--- config.mk ---
export PLATFORM = sky130hd
export DESIGN_NAME = metering_config_select
export DESIGN_NICKNAME = d
export VERILOG_FILES = /design/src/inc/metering_config_pkg.sv /design/src/design/phase_voltage_mux.sv /design/src/design/metering_config_select.sv
export VERILOG_INCLUDE_DIRS = /design/src /design/src/inc
export SDC_FILE = /design/constraint.sdc
export NUM_CORES = 1
export LEC_CHECK = 0
export ABC_AREA = 1
export ABC_CLOCK_PERIOD_IN_PS = 4950
export BUFFER_PORTS_ARGS = -buffer_cell sky130_fd_sc_hd__buf_2
export CAP_MARGIN = 20
export CORE_AREA = 8 8 225 227
export DETAILED_ROUTE_END_ITERATION = 6
export DIE_AREA = 0 0 233 235
export SETUP_SLACK_MARGIN = 0.05
export SLEW_MARGIN = 20
export SYNTH_ARGS = -nofsm -noshare
export SYNTH_HDL_FRONTEND = slang
export SYNTH_SLANG_ARGS = --single-unit
--- constraint.sdc ---
create_clock -name clk_sys -period 4.95 [get_ports clk_sys]
set_input_delay 0.7425 -clock clk_sys [delete_from_list [all_inputs] [get_ports clk_sys]]
set_output_delay 0.7425 -clock clk_sys [all_outputs]
set_load 0.01 [all_outputs]
--- src/inc/metering_config_params.svh ---
// Purpose: Addresses, field positions, defaults and counts of the metering configuration bank.
// Assumes: Included by every file of the bank; definitions only.
`ifndef METERING_CONFIG_PARAMS_SVH
`define METERING_CONFIG_PARAMS_SVH

`define SAMPLE_W 24
`define CFG_ADDR 16'hE618
`define MODE_ADDR 16'hE700
`define CFG_INTEG 0
`define CFG_SWAP 3
`define CFG_VGND 4
`define CFG_IGND 5
`define CFG_FAST 6
`define CFG_SOFT_RST 7
`define CFG_VA_LSB 8
`define CFG_VB_LSB 10
`define CFG_VC_LSB 12
`define CFG_WMASK 16'h3FF9
`define CFG_DEFAULT 16'h0000
`define MM_PER_LSB 0
`define MM_PEAK_LSB 2
`define MM_WMASK 8'h1F
`define MM_DEFAULT 8'h1C
`define SEL_RESERVED 2'h3
`define PHASE_A 2'h0
`define PHASE_B 2'h1
`define PHASE_C 2'h2
`define SOFT_RESET_TRIGGER_CYCLES 4'h4

`endif

--- src/inc/metering_config_pkg.sv ---
// Purpose: Types shared by the metering configuration bank.
// Assumes: Widths come from metering_config_params.svh.
// Notes: None.
`include "metering_config_params.svh"
package metering_config_pkg;

    typedef struct packed {
        logic [`SAMPLE_W-1:0] a;
        logic [`SAMPLE_W-1:0] b;
        logic [`SAMPLE_W-1:0] c;
    } phase3_type;

    typedef enum logic [0:0] {
        RST_IDLE = 1'b0,
        RST_ACTIVE = 1'b1
    } soft_reset_state_type;

endpackage

--- src/design/phase_voltage_mux.sv ---
// Purpose: Picks one phase voltage from a select code counted from a base phase.
// Assumes: Code 11 behaves as 00.
// Notes: Purely combinational; the caller registers the result.
`timescale 1ns/1ps
`include "metering_config_params.svh"
module phase_voltage_mux
    import metering_config_pkg::*;
(
    // Selection
    input wire logic [1:0] code,
    input wire logic [1:0] base,
    // Voltages
    input wire phase3_type volts,
    output logic [`SAMPLE_W-1:0] chosen
);

    logic [1:0] eff;
    logic [2:0] sum;

    always_comb begin
        eff = (code == `SEL_RESERVED) ? `PHASE_A : code;
        sum = {1'b0, base} + {1'b0, eff};
        case (sum)
            3'h0, 3'h3: chosen = volts.a;
            3'h1, 3'h4: chosen = volts.b;
            3'h2: chosen = volts.c;
            default: chosen = volts.a;
        endcase
    end

endmodule

--- src/design/metering_config_select.sv ---
// Purpose: Configuration and measurement-mode registers and the selection logic they steer.
// Assumes: Register port and all data inputs come from logic on clk_sys.
// Notes: Read data appears one cycle after a read strobe; writes outside a software reset take effect next edge.
`timescale 1ns/1ps
`include "metering_config_params.svh"
module metering_config_select
    import metering_config_pkg::*;
(
    // Clock and reset
    input wire logic clk_sys,
    input wire logic sys_rst,
    // Register port
    input wire logic [15:0] reg_addr,
    input wire logic reg_wr,
    input wire logic reg_rd,
    input wire logic [15:0] reg_wdata,
    output logic [15:0] reg_rdata_r,
    output logic reg_rvalid_r,
    // Converter samples
    input wire phase3_type voltage_raw,
    input wire phase3_type current_raw,
    input wire phase3_type current_int,
    input wire logic [`SAMPLE_W-1:0] neutral_raw,
    input wire logic [`SAMPLE_W-1:0] neutral_int,
    // Channel outputs
    output phase3_type voltage_out_r,
    output phase3_type current_out_r,
    output logic [`SAMPLE_W-1:0] neutral_out_r,
    output phase3_type power_voltage_r,
    output logic [`SAMPLE_W-1:0] period_voltage_r,
    // Peak window
    input wire logic [2:0] zero_cross,
    input wire logic [7:0] peak_window_cycles,
    output logic [2:0] peak_phase_enables_r,
    output logic peak_window_done_r,
    // Shared pin and reset
    input wire logic energy_pulse,
    input wire logic fast_capture_clock,
    output logic third_pulse_pin_r,
    output logic fast_capture_port_enable_r,
    output logic soft_reset_r
);

    // ----------------------------------------
    // Registers and software reset
    // ----------------------------------------
    logic [15:0] cfg_r;
    logic [15:0] cfg_nxt;
    logic [7:0] mode_r;
    logic [7:0] mode_nxt;
    soft_reset_state_type rst_state_r;
    soft_reset_state_type rst_state_nxt;
    logic [3:0] rst_cnt_r;
    logic [3:0] rst_cnt_nxt;
    logic [15:0] rdata_nxt;
    logic soft_reset_nxt;

    always_comb begin
        cfg_nxt = cfg_r;
        mode_nxt = mode_r;
        rst_state_nxt = rst_state_r;
        rst_cnt_nxt = rst_cnt_r;
        case (rst_state_r)
            RST_IDLE: begin
                if (reg_wr && reg_addr == `CFG_ADDR) begin
                    cfg_nxt = reg_wdata & `CFG_WMASK;
                    if (reg_wdata[`CFG_SOFT_RST]) begin
                        rst_state_nxt = RST_ACTIVE;
                        rst_cnt_nxt = `SOFT_RESET_TRIGGER_CYCLES;
                    end
                end else if (reg_wr && reg_addr == `MODE_ADDR) begin
                    mode_nxt = reg_wdata[7:0] & `MM_WMASK;
                end
            end
            RST_ACTIVE: begin
                rst_cnt_nxt = rst_cnt_r - 4'h1;
                if (rst_cnt_r == 4'h1) begin
                    rst_state_nxt = RST_IDLE;
                    cfg_nxt = `CFG_DEFAULT;
                    mode_nxt = `MM_DEFAULT;
                end
            end
            default: begin
                rst_state_nxt = RST_IDLE;
            end
        endcase
        soft_reset_nxt = (rst_state_nxt == RST_ACTIVE);
        if (reg_addr == `CFG_ADDR) begin
            rdata_nxt = cfg_r;
        end else if (reg_addr == `MODE_ADDR) begin
            rdata_nxt = {8'h00, mode_r};
        end else begin
            rdata_nxt = 16'h0000;
        end
    end

    always_ff @(posedge clk_sys) begin
        if (sys_rst) begin
            cfg_r <= `CFG_DEFAULT;
            mode_r <= `MM_DEFAULT;
            rst_state_r <= RST_IDLE;
            rst_cnt_r <= 4'h0;
            soft_reset_r <= 1'b0;
            reg_rdata_r <= 16'h0000;
            reg_rvalid_r <= 1'b0;
        end else begin
            cfg_r <= cfg_nxt;
            mode_r <= mode_nxt;
            rst_state_r <= rst_state_nxt;
            rst_cnt_r <= rst_cnt_nxt;
            soft_reset_r <= soft_reset_nxt;
            reg_rdata_r <= reg_rd ? rdata_nxt : 16'h0000;
            reg_rvalid_r <= reg_rd;
        end
    end

    // ----------------------------------------
    // Channel selection
    // ----------------------------------------
    phase3_type volt_g;
    phase3_type curr_g;
    phase3_type volt_nxt;
    phase3_type curr_nxt;
    logic [`SAMPLE_W-1:0] neutral_nxt;
    phase3_type pv_nxt;
    logic [`SAMPLE_W-1:0] per_nxt;
    logic pin_nxt;

    always_comb begin
        curr_g = cfg_r[`CFG_INTEG] ? current_int : current_raw;
        neutral_nxt = cfg_r[`CFG_INTEG] ? neutral_int : neutral_raw;
        volt_g = voltage_raw;
        if (cfg_r[`CFG_VGND]) begin
            volt_g = '0;
        end
        if (cfg_r[`CFG_IGND]) begin
            curr_g = '0;
            neutral_nxt = '0;
        end
        volt_nxt = cfg_r[`CFG_SWAP] ? curr_g : volt_g;
        curr_nxt = cfg_r[`CFG_SWAP] ? volt_g : curr_g;
        pin_nxt = cfg_r[`CFG_FAST] ? fast_capture_clock : energy_pulse;
    end

    phase_voltage_mux u_mux_a (
        .code(cfg_r[`CFG_VA_LSB +: 2]),
        .base(`PHASE_A),
        .volts(volt_nxt),
        .chosen(pv_nxt.a)
    );

    phase_voltage_mux u_mux_b (
        .code(cfg_r[`CFG_VB_LSB +: 2]),
        .base(`PHASE_B),
        .volts(volt_nxt),
        .chosen(pv_nxt.b)
    );

    phase_voltage_mux u_mux_c (
        .code(cfg_r[`CFG_VC_LSB +: 2]),
        .base(`PHASE_C),
        .volts(volt_nxt),
        .chosen(pv_nxt.c)
    );

    phase_voltage_mux u_mux_per (
        .code(mode_r[`MM_PER_LSB +: 2]),
        .base(`PHASE_A),
        .volts(volt_nxt),
        .chosen(per_nxt)
    );

    always_ff @(posedge clk_sys) begin
        if (sys_rst) begin
            voltage_out_r <= '0;
            current_out_r <= '0;
            neutral_out_r <= '0;
            power_voltage_r <= '0;
            period_voltage_r <= '0;
            third_pulse_pin_r <= 1'b0;
            fast_capture_port_enable_r <= 1'b0;
        end else begin
            voltage_out_r <= volt_nxt;
            current_out_r <= curr_nxt;
            neutral_out_r <= neutral_nxt;
            power_voltage_r <= pv_nxt;
            period_voltage_r <= per_nxt;
            third_pulse_pin_r <= pin_nxt;
            fast_capture_port_enable_r <= cfg_r[`CFG_FAST];
        end
    end

    // ----------------------------------------
    // Peak window counting
    // ----------------------------------------
    logic [2:0] zc_en;
    logic [1:0] zc_count;
    logic [8:0] win_sum;
    logic [7:0] win_cnt_r;
    logic [7:0] win_cnt_nxt;
    logic win_done_nxt;

    function automatic logic [1:0] ones3(input logic [2:0] v);
        ones3 = {1'b0, v[0]} + {1'b0, v[1]} + {1'b0, v[2]};
    endfunction

    always_comb begin
        zc_en = zero_cross & mode_r[`MM_PEAK_LSB +: 3];
        zc_count = ones3(zc_en);
        win_sum = {1'b0, win_cnt_r} + {7'h00, zc_count};
        win_done_nxt = 1'b0;
        win_cnt_nxt = win_sum[7:0];
        if (zc_count != 2'h0 && win_sum >= {1'b0, peak_window_cycles}) begin
            win_done_nxt = 1'b1;
            win_cnt_nxt = 8'h00;
        end
    end

    always_ff @(posedge clk_sys) begin
        if (sys_rst) begin
            win_cnt_r <= 8'h00;
            peak_window_done_r <= 1'b0;
            peak_phase_enables_r <= 3'h7;
        end else begin
            win_cnt_r <= win_cnt_nxt;
            peak_window_done_r <= win_done_nxt;
            peak_phase_enables_r <= mode_r[`MM_PEAK_LSB +: 3];
        end
    end

    // ----------------------------------------
    // Checks
    // ----------------------------------------
    integ_select_a: assert property (@(posedge clk_sys) disable iff (sys_rst)
        (cfg_r[`CFG_INTEG] && !cfg_r[`CFG_IGND]) |=> neutral_out_r == $past(neutral_int))
        else $error("Neutral current did not follow the integrator path.");

    swap_paths_a: assert property (@(posedge clk_sys) disable iff (sys_rst)
        (cfg_r[`CFG_SWAP] && !cfg_r[`CFG_VGND]) |=> current_out_r == $past(voltage_raw))
        else $error("Swapped current outputs do not carry voltage data.");

    volt_ground_a: assert property (@(posedge clk_sys) disable iff (sys_rst)
        (cfg_r[`CFG_VGND] && !cfg_r[`CFG_SWAP]) |=> voltage_out_r == '0)
        else $error("Grounded voltage channel shows nonzero data.");

    curr_ground_a: assert property (@(posedge clk_sys) disable iff (sys_rst)
        (cfg_r[`CFG_IGND] && !cfg_r[`CFG_SWAP]) |=> current_out_r == '0 && neutral_out_r == '0)
        else $error("Grounded current channel shows nonzero data.");

    pin_share_a: assert property (@(posedge clk_sys) disable iff (sys_rst)
        ##1 third_pulse_pin_r == ($past(cfg_r[`CFG_FAST]) ? $past(fast_capture_clock)
                                                         : $past(energy_pulse)))
        else $error("Shared pin carries the wrong source.");

    reset_start_a: assert property (@(posedge clk_sys) disable iff (sys_rst)
        (reg_wr && reg_addr == `CFG_ADDR && reg_wdata[`CFG_SOFT_RST] && !soft_reset_r)
        |=> soft_reset_r [*4] ##1 !soft_reset_r)
        else $error("Software reset pulse has the wrong length.");

    reset_defaults_a: assert property (@(posedge clk_sys) disable iff (sys_rst)
        $fell(soft_reset_r) |-> cfg_r == `CFG_DEFAULT && mode_r == `MM_DEFAULT)
        else $error("Registers not at defaults after software reset.");

    phase_a_pair_a: assert property (@(posedge clk_sys) disable iff (sys_rst)
        (cfg_r[`CFG_VA_LSB +: 2] == 2'h1) |=> power_voltage_r.a == $past(volt_nxt.b))
        else $error("Phase A current paired with the wrong voltage.");

    phase_c_pair_a: assert property (@(posedge clk_sys) disable iff (sys_rst)
        (cfg_r[`CFG_VC_LSB +: 2] == `SEL_RESERVED) |=> power_voltage_r.c == $past(volt_nxt.c))
        else $error("Reserved code for phase C did not act as the default.");

    period_pick_a: assert property (@(posedge clk_sys) disable iff (sys_rst)
        (mode_r[`MM_PER_LSB +: 2] == 2'h2) |=> period_voltage_r == $past(volt_nxt.c))
        else $error("Period measurement uses the wrong phase.");

    reserved_zero_a: assert property (@(posedge clk_sys) disable iff (sys_rst)
        (reg_rvalid_r && $past(reg_addr) == `CFG_ADDR)
        |-> reg_rdata_r[15:14] == 2'h0 && reg_rdata_r[2:1] == 2'h0)
        else $error("Reserved bits read back nonzero.");

    mode_reserved_a: assert property (@(posedge clk_sys) disable iff (sys_rst)
        (reg_rvalid_r && $past(reg_addr) == `MODE_ADDR) |-> reg_rdata_r[15:5] == 11'h000)
        else $error("Reserved mode bits read back nonzero.");

    phase_b_pair_a: assert property (@(posedge clk_sys) disable iff (sys_rst)
        (cfg_r[`CFG_VB_LSB +: 2] == 2'h2) |=> power_voltage_r.b == $past(volt_nxt.a))
        else $error("Phase B current paired with the wrong voltage.");

    peak_enable_a: assert property (@(posedge clk_sys) disable iff (sys_rst)
        ##1 peak_phase_enables_r == $past(mode_r[`MM_PEAK_LSB +: 3]))
        else $error("Peak phase enables do not follow the mode register.");

    reset_bit_clear_a: assert property (@(posedge clk_sys) disable iff (sys_rst)
        cfg_r[`CFG_SOFT_RST] == soft_reset_r)
        else $error("Software reset bit does not track the running reset.");

    write_block_a: assert property (@(posedge clk_sys) disable iff (sys_rst)
        (soft_reset_r && reg_wr && rst_cnt_r != 4'h1)
        |=> cfg_r == $past(cfg_r) && mode_r == $past(mode_r))
        else $error("Register write landed during a software reset.");

    peak_count_a: assert property (@(posedge clk_sys) disable iff (sys_rst)
        (zc_count == 2'h0) |=> win_cnt_r == $past(win_cnt_r) && !peak_window_done_r)
        else $error("Peak window advanced without an enabled crossing.");

endmodule

==> results.cfg <==
[global_routing]
first_global_vias = 16370
track_usage = 0.2455
antenna_found_initial = 13
grt_max_degree = 108
grt_pass1_wl_mm = 102.3
overflow = 0

[floorplan]
rows = 80
core_um2 = 47150
start_util = 0.3102
die_x_um = 233
ioPinCount = 601
die_area_um2 = 54760
die_h_um = 235

[power_and_ir_drop]
p_leak_nw = 10.51
vdd_ir_drop_max_v = 0.0002225
p_total_mw = 6.200
power_density_nw_per_um2 = 323.8

[worst_setup_path]
critPathKind = reg -> reg
cp.required_ns = 5.37
cp_max_fo = 8
arrival_ns = 4.15
crit_path_start_kind = register
end_kind = register

[final_layout]
multi_input_area_um2 = 6555
fillers = 5014
final_cell_mix = nand2_1, buf_2, dfxtp_1
fin_cells = 3360
stdcell_area_um2 = 19150
layout.nets = 3048
regArea_um2 = 6314
drive_above_1_share = 0.2618
final_common_cell = nand2_1
area_growth_syn_to_layout_pct = 30.94

[clock_network]
hold_buffers = 0
clock_sinks = 315
ctsLongestPathBuffers = 3
post_cts_buffers = 0
cts_tree = yes
clkTransAtPathRegs_ns = 0.06
cts_resized = 0
cts_buffers = 39
worstSkewPairLatency_ns = 0.55
htreeDepth = 2
cts-root-buf = clkbuf_16

[timing]
slew_violations = 0
timing.setup.tns_ns = 0
skew_ns = 0.01452
setup_viol = 0
slew_headroom = 0.2151
fin_crit_ns = 3.724
rsz0062_at_grt = false
fmax_mhz = 268.5
period_share = 0.7523
finalHoldViolations = 0
worst_pin_slew_ns = 1.176

[route]
drtPass1Iterations = 5
via_per_inst = 4.834
drcViolationCount = 0
drtIter0Drc = 1098
vias = 16240
drt-total-wl_mm = 70.10
ant_nets = 0
routedWlPerCell_um = 20.86

[synthesis]
synth.distinct_cells = 32
synthCells = 2192
synth-main-ff-cell = dfxtp_1
synth-edff-count = 0
yosysSeqAreaShare = 0.4312
ys_ff_latch = 315
ys_async_sr_fraction = 0
synth_area_per_cell_um2 = 6.671
yosys_warnings = 0
synth_area_um2 = 14620

[place]
placed_area_um2 = 17890
hpwlAfterDp_mm = 52.51
gp_congestion = 0.9185
placedCellCount = 3285
port_buffers = 596

[status]
status = complete, no violations

[job]
drv_cap = 0

[worst_hold_path]
hold_path_class = in -> reg
[logic make-up (layout without fill, tap and decap cells)]
group                    after synthesis  in the layout  synth area share
AO/OA/AOI/OAI                        273            273            0.1088
adder cells (fa/ha/maj)               22             22           0.01985
flip-flops                           315            315            0.4312
AND/OR/NAND/NOR                     1148           1148            0.3172
buffers and inverters                430            976            0.1209
XOR/XNOR                               3              3          0.001797
other                                  1              8         0.0002564
[area by class of cell]
type / count / share of cell area
multi-input cells: 1448 / 0.3424
flip-flops and latches: 315 / 0.3297
repair buffers: 619 / 0.1666
inverters: 290 / 0.05751
clock buffers: 48 / 0.05273
well taps: 615 / 0.04019
clock inverters: 19 / 0.01006
diodes: 6 / 0.0007842
[per-stage QoR]
stage / utilization / worst slack, ns / hold WS [ns]
floorplan: - / 1.190 / 0.4089
global placement: 0.3790 / 0.7240 / 0.4173
detailed placement: 0.3794 / 0.7022 / 0.4313
CTS: 0.4049 / 1.225 / 0.3943
global route: 0.4061 / 0.8577 / 0.4202
finish: 0.4061 / 1.226 / 0.4210
[registers in the layout, indices dropped and copies added (netlist names)]
signal / count
fast_capture_port_enable_r: 1
period_voltage_r: 24
cfg_r: 12
neutral_out_r: 24
reg_rdata_r: 14
third_pulse_pin_r: 1
voltage_out_r: 72
power_voltage_r: 72
reg_rvalid_r: 1
rst_state_r: 1
rst_cnt_r: 4
mode_r: 5
current_out_r: 72
peak_window_done_r: 1
win_cnt_r: 8
peak_phase_enables_r: 3
[cell usage after synthesis (7+ instances only)]
cell type | number | share of area
buf_1 | 19 | 0.0049
nor2_1 | 181 | 0.046
inv_1 | 269 | 0.069
buf_6 | 7 | 0.0054
nand4_1 | 10 | 0.0043
a211oi_1 | 24 | 0.012
nor3_1 | 7 | 0.0024
a21oi_1 | 96 | 0.033
clkbuf_1 | 57 | 0.015
dfxtp_1 | 315 | 0.43
o21ai_1 | 16 | 0.0055
o21ai_2 | 10 | 0.0060
nand3_1 | 219 | 0.075
inv_2 | 18 | 0.0046
ha_1 | 20 | 0.017
buf_4 | 10 | 0.0051
buf_2 | 45 | 0.015
nand2_1 | 723 | 0.19
o21ai_0 | 75 | 0.026
o21a_1 | 48 | 0.025
[layer usage]
layer	global-route usage	routed length (µm)	up-vias
met3	0.07013	7220	124
met5	0	0	-
met1	0.2819	26600	7460
met4	0.07622	2133	0
met2	0.4334	34160	843
li1	-	-	7815
[worst paths after layout]
kind,from,cells after the start,slack (ns),endpoint
worst max register to register,mode_r[3]$_SDFFE_PP1P_,22,1.23,win_cnt_r[0]$_SDFF_PP0_
worst max-delay path,mode_r[3]$_SDFFE_PP1P_,22,1.23,win_cnt_r[0]$_SDFF_PP0_
worst min-delay path,fast_capture_clock,3,0.42,third_pulse_pin_r$_SDFF_PP0_
worst min register to register,cfg_r[7]$_SDFFE_PP0P_,2,0.44,reg_rdata_r[7]$_SDFF_PP0_
[power breakdown]
part	total, mW	leakage (nW)	internal [mW]	switching [mW]
Sequential	2.70	2.61	2.66	0.0439
Combinational	0.756	7.33	0.293	0.463
Clock	2.74	0.572	1.57	1.17
[critical path, stage by stage (launching register included)]
cell	delay (ns)
dfxtp_1	0.32
nand2_1	0.06
inv_1	0.05
fa_1	0.55
ha_1	0.17
inv_1	0.06
fa_1	0.42
or2_2	0.32
nor2_1	0.22
xor2_1	0.22
inv_1	0.07
ha_1	0.29
nand2_1	0.07
nor2_1	0.10
nand2_1	0.06
nand3_1	0.07
nand2_1	0.06
nand2_1	0.05
nand2_1	0.04
nand2_1	0.05
nand2_1	0.06
nand2_1	0.22
nor2_1	0.07
No activity file was read; power rests on OpenSTA's default activity.
